[config.mk]
export PLATFORM = sky130hd
export DESIGN_NAME = rcst_reset_ctrl
export DESIGN_NICKNAME = d
export VERILOG_FILES = /design/src/rcst_pkg.sv /design/src/rcst_clk_div4.sv /design/src/rcst_reset_ctrl.sv
export SDC_FILE = /design/constraint.sdc
export NUM_CORES = 1
export LEC_CHECK = 0
export BUFFER_PORTS_ARGS = -buffer_cell sky130_fd_sc_hd__buf_2
export CAP_MARGIN = 20
export CORE_ASPECT_RATIO = 0.9
export CORE_MARGIN = 2
export CORE_UTILIZATION = 25
export DETAILED_ROUTE_END_ITERATION = 8
export GPL_TIMING_DRIVEN = 1
export PLACE_DENSITY = 0.49
export REMOVE_ABC_BUFFERS = 1
export SETUP_SLACK_MARGIN = 0.02
export SYNTH_ARGS = -nofsm -noshare
export SYNTH_HDL_FRONTEND = slang
export SYNTH_SLANG_ARGS = --single-unit
[constraint.sdc]
create_clock -name clk -period 5.1 [get_ports clk]
set_input_delay 1.02 -clock clk [delete_from_list [all_inputs] [get_ports clk]]
set_output_delay 1.02 -clock clk [all_outputs]
set_load 0.005 [all_outputs]
[src/rcst_pkg.sv]
// package: constants, types and state layout of the reset-cause and start-up timer block
package rcst_pkg;

  ////////////////////////////////////////////////////////////////////////////
  // clock and timing
  localparam int unsigned CLK_MHZ = 20;
  localparam int unsigned PWRT_US = 72000; // power-up timer, 72 ms
  localparam int unsigned PWRT_CYC = PWRT_US * CLK_MHZ;
  localparam int unsigned OST_CYC = 1024; // oscillator start-up, in oscillator periods
  localparam int unsigned CLEAR_FILT_NS = 2000; // least accepted master-clear pulse
  localparam int unsigned CLEAR_FILT_CYC = (CLEAR_FILT_NS * CLK_MHZ + 999) / 1000;
  localparam int unsigned CNT_W = 21;
  localparam int unsigned FILT_W = 16;

  ////////////////////////////////////////////////////////////////////////////
  // register offsets
  localparam int unsigned ADDR_W = 14;
  localparam logic [13:0] OFS_OPTION = 14'h0081;
  localparam logic [13:0] OFS_CONFIG = 14'h2007;
  localparam logic [13:0] OFS_POWER_STATUS = 14'h008e;
  localparam logic [13:0] OFS_EVT_STATUS = 14'h0090;
  localparam logic [13:0] OFS_EVT_MASK = 14'h0091;
  localparam logic [13:0] OFS_SCRATCH = 14'h0092;

  ////////////////////////////////////////////////////////////////////////////
  // field positions
  localparam int unsigned PS_POWER_ON_BIT = 1;
  localparam int unsigned PS_SLEEP_BIT = 3;
  localparam int unsigned PS_EXPIRY_BIT = 4;
  localparam int unsigned CFG_PWRT_B_BIT = 3; // power_up_timer_enable, 0 = timer on
  localparam int unsigned CFG_OSC_LSB = 0; // oscillator_select_high/low
  localparam int unsigned EVT_POWER_ON = 0;
  localparam int unsigned EVT_CLEAR_RUN = 1;
  localparam int unsigned EVT_CLEAR_SLEEP = 2;
  localparam int unsigned EVT_WATCHDOG_RESET = 3;
  localparam int unsigned EVT_WATCHDOG_WAKE = 4;
  localparam int unsigned EVT_N = 5;

  // oscillator select encodings
  localparam logic [1:0] OSC_LOW_POWER = 2'h0;
  localparam logic [1:0] OSC_STANDARD = 2'h1;
  localparam logic [1:0] OSC_HIGH_SPEED = 2'h2;
  localparam logic [1:0] OSC_RES_CAP = 2'h3;

  ////////////////////////////////////////////////////////////////////////////
  // reset values
  localparam logic [7:0] RST_OPTION = 8'hff;
  localparam logic [7:0] RST_CFG = 8'hff;
  localparam logic [4:0] RST_EVT_STATUS = 5'h01;
  localparam logic [4:0] RST_EVT_MASK = 5'h00;
  localparam logic [7:0] RST_SCRATCH = 8'h00;

  ////////////////////////////////////////////////////////////////////////////
  // types
  typedef enum logic [2:0] {
    ST_STRAP, ST_HOLD, ST_PWRT, ST_OST, ST_RUN, ST_SLEEP
  } rcst_state_e_t;

  typedef struct packed {
    logic [ADDR_W-1:0] addr;
    logic [7:0] wdata;
    logic wr_en;
    logic rd_en;
  } rcst_bus_req_t;

  typedef struct packed {
    logic sleep_cmd; // sleep instruction executed
    logic clear_watchdog_cmd; // watchdog clear instruction executed
    logic watchdog_timeout; // one-cycle pulse on watchdog expiry
  } rcst_core_evt_t;

  typedef struct packed {
    rcst_state_e_t st;
    logic [CNT_W-1:0] cnt;
    logic warm; // running timeout is a wake-up, no core reset
    logic clear_filt;
    logic [FILT_W-1:0] filt_cnt;
    logic [7:0] cfg;
    logic [7:0] option;
    logic power_on_flag;
    logic watchdog_expiry_flag;
    logic sleep_entered_flag;
    logic [EVT_N-1:0] evt_sts;
    logic [EVT_N-1:0] evt_mask;
    logic [7:0] scratch;
    logic [7:0] rd_data;
    logic irq;
    logic core_reset_b;
    logic core_run;
  } rcst_state_t;

endpackage : rcst_pkg

[src/rcst_clk_div4.sv]
// oscillator divided by four for the clock output pin
`timescale 1ns/100ps
module rcst_clk_div4 (
  // clock and reset
  input wire logic clk,
  input wire logic rst_b,
  input wire logic ce,
  // control and output
  input wire logic enable,
  output logic clk_out
);

  typedef struct packed {
    logic half;
    logic out;
  } rcst_div_t;

  rcst_div_t s_q;
  rcst_div_t s_d;

  ////////////////////////////////////////////////////////////////////////////
  // toggle every second cycle, so one output period spans four clocks
  always_comb begin
    s_d = s_q;
    s_d.half = ~s_q.half;
    if (!enable) begin
      s_d.out = 1'b0; // pin belongs to the crystal in the other modes
    end else if (s_q.half) begin
      s_d.out = ~s_q.out;
    end
  end

  always_ff @(posedge clk or negedge rst_b) begin
    if (!rst_b) begin
      s_q <= '0;
    end else if (ce) begin
      s_q <= s_d;
    end
  end

  assign clk_out = s_q.out;

endmodule : rcst_clk_div4

[src/rcst_reset_ctrl.sv]
// reset cause detection, start-up timeout, status flags and register port
//
// Chosen here: the address-and-strobe port.
`timescale 1ns/100ps
module rcst_reset_ctrl #(
  // defaults give the real timings; a test bench may shorten them
  parameter int unsigned PWRT_CYCLES = rcst_pkg::PWRT_CYC,
  parameter int unsigned CLEAR_FILT_CYCLES = rcst_pkg::CLEAR_FILT_CYC
) (
  // clock, power-on reset and clock enable
  input wire logic clk,
  input wire logic rst_b,
  input wire logic ce,
  // pins and straps
  input wire logic master_clear_pin_b,
  input wire logic [7:0] config_word,
  // core events
  input wire rcst_pkg::rcst_core_evt_t core_evt,
  // register port
  input wire rcst_pkg::rcst_bus_req_t bus_req,
  output logic [7:0] rd_data,
  // results
  output logic core_reset_b,
  output logic core_run,
  output logic [7:0] timer_watchdog_option,
  output logic irq,
  output logic divided_clock_output
);
  import rcst_pkg::*;

  localparam logic [CNT_W-1:0] PWRT_LAST = CNT_W'(PWRT_CYCLES - 1);
  localparam logic [CNT_W-1:0] OST_LAST = CNT_W'(OST_CYC - 1);
  localparam logic [FILT_W-1:0] FILT_LAST = FILT_W'(CLEAR_FILT_CYCLES - 1);
  // counters load their last value and count down to zero, so a phase lasts
  // exactly its count of edges; the compare stays a single zero test

  // power-on image of the whole state
  localparam rcst_state_t S_RST = '{
    st: ST_STRAP,
    cnt: '0,
    warm: 1'b0,
    clear_filt: 1'b1,
    filt_cnt: '0,
    cfg: RST_CFG,
    option: RST_OPTION,
    power_on_flag: 1'b0,
    watchdog_expiry_flag: 1'b1,
    sleep_entered_flag: 1'b1,
    evt_sts: RST_EVT_STATUS,
    evt_mask: RST_EVT_MASK,
    scratch: RST_SCRATCH,
    rd_data: 8'h00,
    irq: 1'b0,
    core_reset_b: 1'b0,
    core_run: 1'b0
  };

  // working signals of the next-state logic
  rcst_state_t s_q;
  rcst_state_t s_d;
  logic crystal;
  logic pwrt_on;
  logic [EVT_N-1:0] evt_set;
  logic [EVT_N-1:0] evt_clr;
  logic cold_reset;

  // option bits from the captured configuration word
  assign crystal = (s_q.cfg[CFG_OSC_LSB +: 2] != OSC_RES_CAP);
  assign pwrt_on = ~s_q.cfg[CFG_PWRT_B_BIT];

  ////////////////////////////////////////////////////////////////////////////
  // next-state logic
  always_comb begin
    s_d = s_q;
    evt_set = '0;
    evt_clr = '0;
    cold_reset = 1'b0;

    // filter: input must differ from the accepted level for the full width;
    // a bounce during the count starts it again, so only a clean pulse counts,
    // and the release is filtered the same way so a bouncing release cannot
    // cut the hold short
    if (master_clear_pin_b == s_q.clear_filt) begin
      s_d.filt_cnt = '0;
    end else if (s_q.filt_cnt == FILT_LAST) begin
      s_d.clear_filt = master_clear_pin_b;
      s_d.filt_cnt = '0;
    end else begin
      s_d.filt_cnt = s_q.filt_cnt + FILT_W'(1);
    end

    // sequencer
    unique case (s_q.st)
      ST_STRAP: begin
        // the straps are read once; a later change has no effect until the
        // next power-on, as on a part whose fuses are blown
        s_d.cfg = config_word; // straps caught on the first edge after release
        if (!s_q.clear_filt) begin // pin already held low at power-up
          s_d.st = ST_HOLD;
        end else if (!config_word[CFG_PWRT_B_BIT]) begin
          s_d.st = ST_PWRT;
          s_d.cnt = PWRT_LAST;
        end else if (config_word[CFG_OSC_LSB +: 2] != OSC_RES_CAP) begin
          s_d.st = ST_OST;
          s_d.cnt = OST_LAST;
        end else begin
          s_d.st = ST_RUN;
        end
      end
      ST_HOLD: begin
        // wait for the pin to be released, then run the cold timeout;
        // a watchdog reset passes through here for one cycle with the pin high
        if (s_q.clear_filt) begin
          s_d.warm = 1'b0;
          if (pwrt_on) begin
            s_d.st = ST_PWRT;
            s_d.cnt = PWRT_LAST;
          end else if (crystal) begin
            s_d.st = ST_OST;
            s_d.cnt = OST_LAST;
          end else begin
            s_d.st = ST_RUN;
          end
        end
      end
      ST_PWRT: begin
        // power-up timer first, then the crystal start-up count
        if (s_q.cnt != '0) begin
          s_d.cnt = s_q.cnt - CNT_W'(1);
        end else if (crystal) begin // crystal adds the start-up count
          s_d.st = ST_OST;
          s_d.cnt = OST_LAST;
        end else begin
          s_d.st = ST_RUN;
        end
      end
      ST_OST: begin
        // crystal start-up, also used alone after a wake-up
        if (s_q.cnt != '0) begin
          s_d.cnt = s_q.cnt - CNT_W'(1);
        end else begin
          s_d.st = ST_RUN;
        end
      end
      ST_RUN: begin
        if (core_evt.watchdog_timeout) begin
          // watchdog reset while running: reload, restart the cold timeout
          evt_set[EVT_WATCHDOG_RESET] = 1'b1;
          s_d.watchdog_expiry_flag = 1'b0;
          cold_reset = 1'b1;
          s_d.st = ST_HOLD;
        end else if (core_evt.sleep_cmd) begin
          // core halted but not reset, so its state survives the nap
          s_d.watchdog_expiry_flag = 1'b1;
          s_d.sleep_entered_flag = 1'b0;
          s_d.st = ST_SLEEP;
        end else if (core_evt.clear_watchdog_cmd) begin
          // a watchdog clear puts both flags back to their running value
          s_d.watchdog_expiry_flag = 1'b1;
          s_d.sleep_entered_flag = 1'b1;
        end
      end
      ST_SLEEP: begin
        if (core_evt.watchdog_timeout) begin
          // wake-up resumes execution, registers keep their values
          evt_set[EVT_WATCHDOG_WAKE] = 1'b1;
          s_d.watchdog_expiry_flag = 1'b0;
          s_d.sleep_entered_flag = 1'b0;
          s_d.warm = 1'b1;
          if (crystal) begin // no start-up count without a crystal
            s_d.st = ST_OST;
            s_d.cnt = OST_LAST;
          end else begin
            s_d.st = ST_RUN;
          end
        end
      end
      default: begin
        // illegal code: fall back to a held reset rather than run blind
        s_d.st = ST_HOLD;
      end
    endcase

    // master clear overrides every state except capture and hold; a watchdog
    // event in the same cycle is dropped, since the pin reset is the one that
    // software must see as the cause
    if (!s_q.clear_filt && s_q.st != ST_STRAP && s_q.st != ST_HOLD) begin
      cold_reset = 1'b1;
      evt_set = '0;
      s_d.st = ST_HOLD;
      if (s_q.st == ST_SLEEP) begin
        evt_set[EVT_CLEAR_SLEEP] = 1'b1;
        s_d.watchdog_expiry_flag = 1'b1;
        s_d.sleep_entered_flag = 1'b0;
      end else begin
        evt_set[EVT_CLEAR_RUN] = 1'b1; // flags left unchanged
        s_d.watchdog_expiry_flag = s_q.watchdog_expiry_flag;
        s_d.sleep_entered_flag = s_q.sleep_entered_flag;
      end
    end

    // register writes; reset reload and hardware events take precedence
    if (bus_req.wr_en) begin
      unique case (bus_req.addr)
        OFS_OPTION: s_d.option = bus_req.wdata;
        OFS_POWER_STATUS: begin
          s_d.power_on_flag = bus_req.wdata[PS_POWER_ON_BIT];
        end
        OFS_EVT_STATUS: evt_clr = bus_req.wdata[EVT_N-1:0];
        OFS_EVT_MASK: s_d.evt_mask = bus_req.wdata[EVT_N-1:0];
        OFS_SCRATCH: s_d.scratch = bus_req.wdata; // no reload on a master-clear or watchdog reset
        default: begin
        end
      endcase
    end
    // a cold reset beats a write in the same cycle
    if (cold_reset) begin
      s_d.option = RST_OPTION;
      s_d.warm = 1'b0;
    end
    // the power-on flag is cleared by the power-on reset or by writing 0 to it
    s_d.power_on_flag = (bus_req.wr_en && bus_req.addr == OFS_POWER_STATUS) ?
      bus_req.wdata[PS_POWER_ON_BIT] : s_q.power_on_flag;

    // sticky causes, a new event beats a simultaneous clear
    s_d.evt_sts = (s_q.evt_sts & ~evt_clr) | evt_set;
    s_d.irq = |(s_d.evt_sts & s_d.evt_mask);

    // core reset held through the whole timeout; a wake keeps the core state
    s_d.core_run = (s_d.st == ST_RUN);
    s_d.core_reset_b = (s_d.st == ST_RUN) || (s_d.st == ST_SLEEP) ||
      (s_d.st == ST_OST && s_d.warm);

    // read data stand only in the cycle after the strobe;
    // reads have no side effects, so polling never loses a cause
    s_d.rd_data = 8'h00;
    if (bus_req.rd_en) begin
      unique case (bus_req.addr)
        OFS_OPTION: s_d.rd_data = s_q.option;
        OFS_CONFIG: s_d.rd_data = s_q.cfg;
        OFS_POWER_STATUS: begin
          s_d.rd_data[PS_POWER_ON_BIT] = s_q.power_on_flag;
          s_d.rd_data[PS_SLEEP_BIT] = s_q.sleep_entered_flag;
          s_d.rd_data[PS_EXPIRY_BIT] = s_q.watchdog_expiry_flag;
        end
        OFS_EVT_STATUS: s_d.rd_data[EVT_N-1:0] = s_q.evt_sts;
        OFS_EVT_MASK: s_d.rd_data[EVT_N-1:0] = s_q.evt_mask;
        OFS_SCRATCH: s_d.rd_data = s_q.scratch;
        default: s_d.rd_data = 8'h00;
      endcase
    end
  end

  ////////////////////////////////////////////////////////////////////////////
  // state register; power-on sets expiry and sleep flags, clears power-on
  always_ff @(posedge clk or negedge rst_b) begin
    if (!rst_b) begin
      s_q <= S_RST;
    end else if (ce) begin
      s_q <= s_d;
    end
  end

  ////////////////////////////////////////////////////////////////////////////
  // clock output, active only with the resistor-capacitor oscillator;
  // with a crystal the pin belongs to the oscillator and stays low
  rcst_clk_div4 u_clk_div4 (
    .clk(clk),
    .rst_b(rst_b),
    .ce(ce),
    .enable(~crystal),
    .clk_out(divided_clock_output)
  );

  // outputs straight from the state register,
  // so none can glitch while the next-state logic settles
  assign rd_data = s_q.rd_data;
  assign core_reset_b = s_q.core_reset_b;
  assign core_run = s_q.core_run;
  assign timer_watchdog_option = s_q.option;
  assign irq = s_q.irq;

endmodule : rcst_reset_ctrl

==> results of run 1 <==
registers in the layout (all words and copies together), names as in the netlist:
register / count
s_q: 71
u_clk_div4.clk_out: 1
rd_data: 8
core_reset_b: 1
timer_watchdog_option: 8
u_clk_div4.s_q: 1
core_run: 1
irq: 1
power breakdown:
part	switching [mW]	internal (mW)	total, mW	leakage, nW
combinational	0.576	0.327	0.904	1.20
clock	0.343	0.350	0.693	0.150
sequential	0.187	0.899	1.09	1.15
total	1.11	1.58	2.68	2.50
cell usage after synthesis (all sizes together), types with 7 or more instances:
| cell | instances |
|---|---|
| inv | 21 |
| mux2i | 9 |
| dfrtp | 72 |
| o22a | 7 |
| nor2 | 45 |
| a31oi | 11 |
| nand3 | 23 |
| nand2 | 60 |
| o31ai | 12 |
| o21ai | 64 |
| a22o | 7 |
| clkbuf | 19 |
| buf | 28 |
| mux2 | 20 |
| and3 | 9 |
| nor2b | 9 |
| o2bb2ai | 7 |
| a21oi | 30 |
| nand2b | 9 |
| dfstp | 20 |
| nor3 | 23 |
| nand4 | 13 |
| nor4 | 13 |
through the flow:
stage          setup WS [ps]  utilization (%)  power, mW
4_1_cts                 2010             28.6       2.70
2_1_floorplan           2120                -       1.67
5_1_grt                 1650             28.6       2.87
6_report                1940             28.6       2.68
3_3_place_gp            1660             27.2       2.00
3_5_place_dp            1620             27.2       2.00
final cells by class:
| type | instances | area, sq um |
|---|---|---|
| clock buffers | 9 | 225 |
| clock inverters | 7 | 81.3 |
| fillers | 2430 | 16000 |
| inverters | 22 | 82.6 |
| multi-input cells | 464 | 2990 |
| flip-flops and latches | 92 | 2330 |
| well taps | 297 | 372 |
| repair buffers | 61 | 315 |
per-layer routing:
metal	up-vias	routed length, um	global-route usage (%)
met5	-	13	0
met4	2	311	5.58
met2	138	7130	21.0
met3	20	864	2.63
li1	2379	-	-
met1	2408	8180	20.6
worst max-delay path, stage by stage:
cell	delay (ps)
buf_2	110
nor3b_1	520
nand2_1	180
nor4_4	310
and2_2	260
nor2b_1	590
mux2_2	410
logic make-up after synthesis:
family          after synthesis  share of synthesized area [%]
simple gates                233                           22.4
compound gates              194                           23.4
mux                          29                           5.56
buf+inv                      69                           6.18
xor+xnor                      6                          0.927
flops                        92                           41.1
fa+ha+maj                     2                          0.441
path summary, 6_finish.rpt:
check,start,end,slack (ps),cells past startpoint
min reg2reg,u_clk_div4.s_q[1]$_DFFE_PN0P_,u_clk_div4.s_q[1]$_DFFE_PN0P_,490,1
max in group asynchronous,rst_b,timer_watchdog_option[6]$_DFFE_PN1P_,3350,2
max reg2reg,s_q[66]$_DFFE_PN0P_,s_q[75]$_DFFE_PN0P_,2030,8
min,u_clk_div4.s_q[1]$_DFFE_PN0P_,u_clk_div4.s_q[1]$_DFFE_PN0P_,490,1
min in group asynchronous,rst_b,s_q[79]$_DFFE_PN0P_,730,1
max,bus_req[17],s_q[14]$_DFFE_PN0P_,1940,7
==> impl_results.md, run 1 <==
- Status: finished, final reports clean
- First-pass GRT wire length: 26900 um
- Detail Route Antenna Nets: 0
- Drc violations: 0
- Fin crit share: 62.0%
- TritonCTS clock tree: done
- Synth area leaders: dfrtp_1 32%, dfstp_2 9.3%, o21ai_0 5.5%, mux2_2 4.0%, nand2_1 3.9%
- TritonCTS Buffers: 9
- DIE WIDTH: 163 um
- Worst Max-Slew Pin Slew: 985 ps
- Synth Instances: 625
- Final Hold Fails: 0
- Core area: 22400 sq um
- Synth Cell Area: 5670 sq um
- Ratio of cells with drive above 1 in the final layout: 21.2%
- Seq/Total Area, Yosys: 41.1%
- Clk buf depth: 2
- Commonest cells after routing, fill and taps aside: 72 x dfrtp_1, 62 x o21ai_0, 59 x nand2_1
- Die area: 23900 sq um
- Main synth FF type: dfrtp_1
- Drt first pass iters: 5
- Worst path arrival time: 3410 ps
- Nets: 691
- Placed cells: 936
- Die Span Y: 147 um
- Clk sinks: 92
- Final min period: 3160 ps
- Slew headroom: 33.8%
- Number of vias per cell: 5.20
- Hold crit path type: register to register
- Clk_skew: 12.1 ps
- WHS: 488 ps
- Area leader, netlist: dfrtp_1
- Num rows: 52
- WS Path Type: primary input to register
- Placed Area: 6090 sq um
- Max-slew violation count: 0
- Filler-free cell count of the finished design: 952
- Ant. Diodes: 0
- Achievable clock frequency: 0.317 GHz
- Largest net degree at the start of global routing: 57
- Clock slew seen by the registers of the worst setup and hold paths: 80 ps
- Post CTS Setup Buffer Count: 0
- Post-route design area: 6390 sq um
- Ports: 59
- #FFs+latches synth: 92
- IR drop worst, VDD: 219 uV
- # hold bufs at CTS: 0
- Root Buffer: clkbuf_16
- Post-DP HPWL: 11500 um
- Gr usage total: 14.2%
- CP Data Required Time: 5350 ps
- Number of synthesized flops with an enable pin: 0
- Total of max-cap violations: 0
- Synth top area share: 31.8%
- Syn avg cell area: 9.07 sq um
- Initial drt markers: 429
- Critical Path End Type: register
- RD Place Congestion: 0.830
- Power per cell area: 419 nW/um^2
- Setup TNS: 0 ps
- Synth Warn #: 0
- Port buffer count: 58
- Unrepaired setup endpoints after global routing: no
- P&R area growth vs syn: 12.8%
- # H-tree levels: 3
- Static leakage: 2.50 nW
- Total Wirelength: 16500 um
- Final setup vio count: 0
- Remaining Overflow, GRT: 0
- Synth unique cells: 81
- Wire length per cell: 17.3 um
- Async SR Flop Fraction: 100%
- Initial antenna violation count: 1
- Worst-Skew Late Latency: 360 ps
- Starting Density: 25.3%
- Number of global-route vias before repair: 4843
- Most common cell after layout, fill and taps aside: dfrtp_1
- Via count: 4947
- CTS resizes: 0
- Worst setup SP type: primary input
- Crit-path max FO: 8
No activity file was read; power rests on OpenSTA's default activity.
==> run 2, diff against run 1 <==
- ABC_AREA: unset -> 1
- PLACE_DENSITY: 0.49 -> 0.51
- clock period: 5.1 -> 2.6 ns (I/O delays scaled with it)
==> impl_results.md, run 2 <==
- Status: finished, final reports clean (unchanged)
- Total Wirelength: 17600 um (was 16500 um)
- FF-to-FF Start: s_q[66]$_DFFE_PN0P_ (unchanged)
- Number of vias per cell: 4.66 (was 5.20)
- Unrepaired setup endpoints after global routing: no (unchanged)
- Achievable clock frequency: 0.462 GHz
- Commonest cells after routing, fill and taps aside: 244 x nand2_1, 100 x inv_1, 93 x nor2_1 (was 72 x dfrtp_1, 62 x o21ai_0, 59 x nand2_1)
- Ant. Diodes: 0 (unchanged)
- Largest net degree at the start of global routing: 40 (was 57)
- Crit-path max FO: 12 (was 8)
- Synth top area share: 29.5% (was 31.8%)
- Die Span Y: 152 um (was 147 um)
- Gr usage total: 14.1% (was 14.2%)
- Crit path depth: 10 (was 7)
- Async SR Flop Fraction: 100% (unchanged)
- CP Data Required Time: 2880 ps (was 5350 ps)
- #FFs+latches synth: 92 (unchanged)
- Num rows: 54 (was 52)
- RD Place Congestion: 0.853 (was 0.830)
- Crit-path leading delay family: simple AND/OR/NAND/NOR gates (unchanged)
- Area leader, netlist: dfrtp_1 (unchanged)
- Sum of buffers and inverters on the critical path: 1 (unchanged)
- Cell Chain, Critical Path: inv_1 > ha_1 > nand2_1 > nor2_4 > nand4_1 > nand2_1 > o21ai_0 > nand3_1 > nand2_1 > o21ai_1 (was buf_2 > nor3b_1 > nand2_1 > nor4_4 > and2_2 > nor2b_1 > mux2_2)
- CTS resizes: 0 (unchanged)
- Wire length per cell: 14.2 um (was 17.3 um)
- Clk_skew: 6.03 ps (was 12.1 ps)
- # H-tree levels: 3 (unchanged)
- Clk sinks: 92 (unchanged)
- Port buffer count: 58 (unchanged)
- Drt first pass iters: 5 (unchanged)
- Setup ws final: 437 ps (was 1940 ps)
- Multi-input logic area: 3130 sq um (was 2990 sq um)
- Detail Route Antenna Nets: 0 (unchanged)
- Post-DP HPWL: 13500 um (was 11500 um)
- Main synth FF type: dfrtp_1 (unchanged)
- Most frequent cell after synthesis: nand2_1 (was dfrtp_1)
- Worst path arrival time: 2450 ps (was 3410 ps)
- Largest register FFs: 71 (unchanged)
- TritonCTS clock tree: done (unchanged)
- Synth Instances: 881 (was 625)
- Post-place setup slack: 409 ps (was 1620 ps)
- Die area: 25700 sq um (was 23900 sq um)
- Initial antenna violation count: 0 (was 1)
- Register area: 2330 sq um (unchanged)
- Hold crit path type: primary input to asynchronous set/reset pin (was register to register)
- Most common cell after layout, fill and taps aside: nand2_1 (was dfrtp_1)
- Slew headroom: 62.8% (was 33.8%)
- Ratio of cells with drive above 1 in the final layout: 16.2% (was 21.2%)
- Total of max-cap violations: 0 (unchanged)
- Power per cell area: 828 nW/um^2 (was 419 nW/um^2)
- Max-slew violation count: 0 (unchanged)
- WS Path Type: register to register (was primary input to register)
- Remaining Overflow, GRT: 0 (unchanged)
- Fin crit share: 83.2%
- Number of global-route vias before repair: 5553 (was 4843)
- Top post-synthesis cells by count: 244 x nand2_1, 100 x inv_1, 93 x nor2_1 (was 72 x dfrtp_1, 62 x o21ai_0, 59 x nand2_1)
- Ports: 59 (unchanged)
- Reg2Reg Depth: 10 (was 8)
- Worst-Skew Late Latency: 350 ps (was 360 ps)
- Worst Max-Slew Pin Slew: 553 ps (was 985 ps)
- Synth Cell Area: 6100 sq um (was 5670 sq um)
- Slowest stage delay, CP: 390 ps (was 590 ps)
- Number of synthesized flops with an enable pin: 0 (unchanged)
- Final setup vio count: 0 (unchanged)
- P&R area growth vs syn: 14.3% (was 12.8%)
- Final Hold Fails: 0 (unchanged)
- Clk buf depth: 2 (unchanged)
- Drc violations: 0 (unchanged)
- Synth unique cells: 46 (was 81)
- Clock slew seen by the registers of the worst setup and hold paths: 70 ps (was 80 ps)
- Critical path origin: s_q[66]$_DFFE_PN0P_ (was bus_req[17])
- Syn avg cell area: 6.93 sq um (was 9.07 sq um)
- Nets: 969 (was 691)
- Filler cells: 2628 (was 2430)
- Via count: 5778 (was 4947)
- Worst setup SP type: register (was primary input)
- Static leakage: 3.37 nW (was 2.50 nW)
- IR drop worst, VDD: 303 uV (was 219 uV)
- TritonCTS Buffers: 9 (unchanged)
- Post CTS Setup Buffer Count: 0 (unchanged)
- Starting Density: 25.3% (about the same)
- # hold bufs at CTS: 0 (unchanged)
- Root Buffer: clkbuf_16 (unchanged)
- Synth area leaders: dfrtp_1 30%, nand2_1 15%, dfstp_2 8.6%, nand3_1 6.7%, inv_1 6.2% (was dfrtp_1 32%, dfstp_2 9.3%, o21ai_0 5.5%, mux2_2 4.0%, nand2_1 3.9%)
- Synth Warn #: 0 (unchanged)
- Initial drt markers: 383 (was 429)
- Critical Path End Type: register (unchanged)
- Seq/Total Area, Yosys: 38.1% (was 41.1%)
- DIE WIDTH: 169 um (was 163 um)
- First-pass GRT wire length: 29000 um (was 26900 um)
- Final min period: 2160 ps
- CP max stage cell: dfrtp_1 (was nor2b_1)
- Setup TNS: 0 ps (unchanged)
- Most used cell, CP: nand2_1
- Core area: 24100 sq um (was 22400 sq um)
- Most flop-heavy register: s_q (unchanged)
## run 2: per-stage QoR
stage          utilization, %  hold slack [ps]  total power, mW  cell area, sq um  std cells
2_1_floorplan               -              224             3.64              5870        845
3_5_place_dp             27.6              457             4.40              6670       1225
6_report                 28.9              149             5.77              6980       1241
5_1_grt                  28.9              192             6.26              6980       1241
4_1_cts                  28.9              169             5.83              6980       1241
3_3_place_gp             27.6              451             4.41              6670       1225
## run 2: final timing paths
kind,end,slack [ps]
max reg2reg,s_q[69]$_DFFE_PN0P_,440
max,s_q[69]$_DFFE_PN0P_,440
min,rd_data[5]$_DFFE_PN0P_,150
max in group asynchronous,s_q[20]$_DFFE_PN0P_,1780
min in group clk,s_q[42]$_DFFE_PN1P_,400
min reg2reg,u_clk_div4.s_q[1]$_DFFE_PN0P_,470
## run 2: layout make-up
class	instances	share of cell area (%)
multi-input combinational	643	44.9
sequential	92	33.4
inverter	110	5.92
timing repair buffer	72	5.88
tap	308	5.52
clock buffer	9	3.23
clock inverter	7	1.18
## run 2: worst register-to-register path, delay by kind of cell, from the launching register on
family,cells,cell delay [ps]
AOI/OAI and AO/OA,2,250
DFF,1,390
and+or+nand+nor,6,1140
buffers and inverters,1,90
adders and majority gates,1,240
## run 2: power by group
| part | internal [mW] | total (mW) | switching (mW) |
|---|---|---|---|
| logic | 0.739 | 2.12 | 1.39 |
| registers | 1.89 | 2.26 | 0.371 |
| clock network | 0.761 | 1.39 | 0.624 |
| total | 3.39 | 5.77 | 2.38 |
## run 2: metal layers
metal / vias to the layer above / part of all wire [%] / track usage, %
met5: - / 0 / 0
met2: 147 / 44 / 21.8
met4: 0 / 1.6 / 4.89
met3: 17 / 4.8 / 2.36
met1: 2677 / 50 / 19.8
li1: 2937 / - / -
## run 2: kinds of logic after synthesis
kind of cell,count (synthesis),synth area share (%)
and+or+nand+nor,484,34.9
DFF,92,38.1
adders and majority gates,2,0.410
muxes,8,1.48
buffers and inverters,146,10.5
xor gates and xnor gates,15,2.15
AOI/OAI and AO/OA,134,12.4
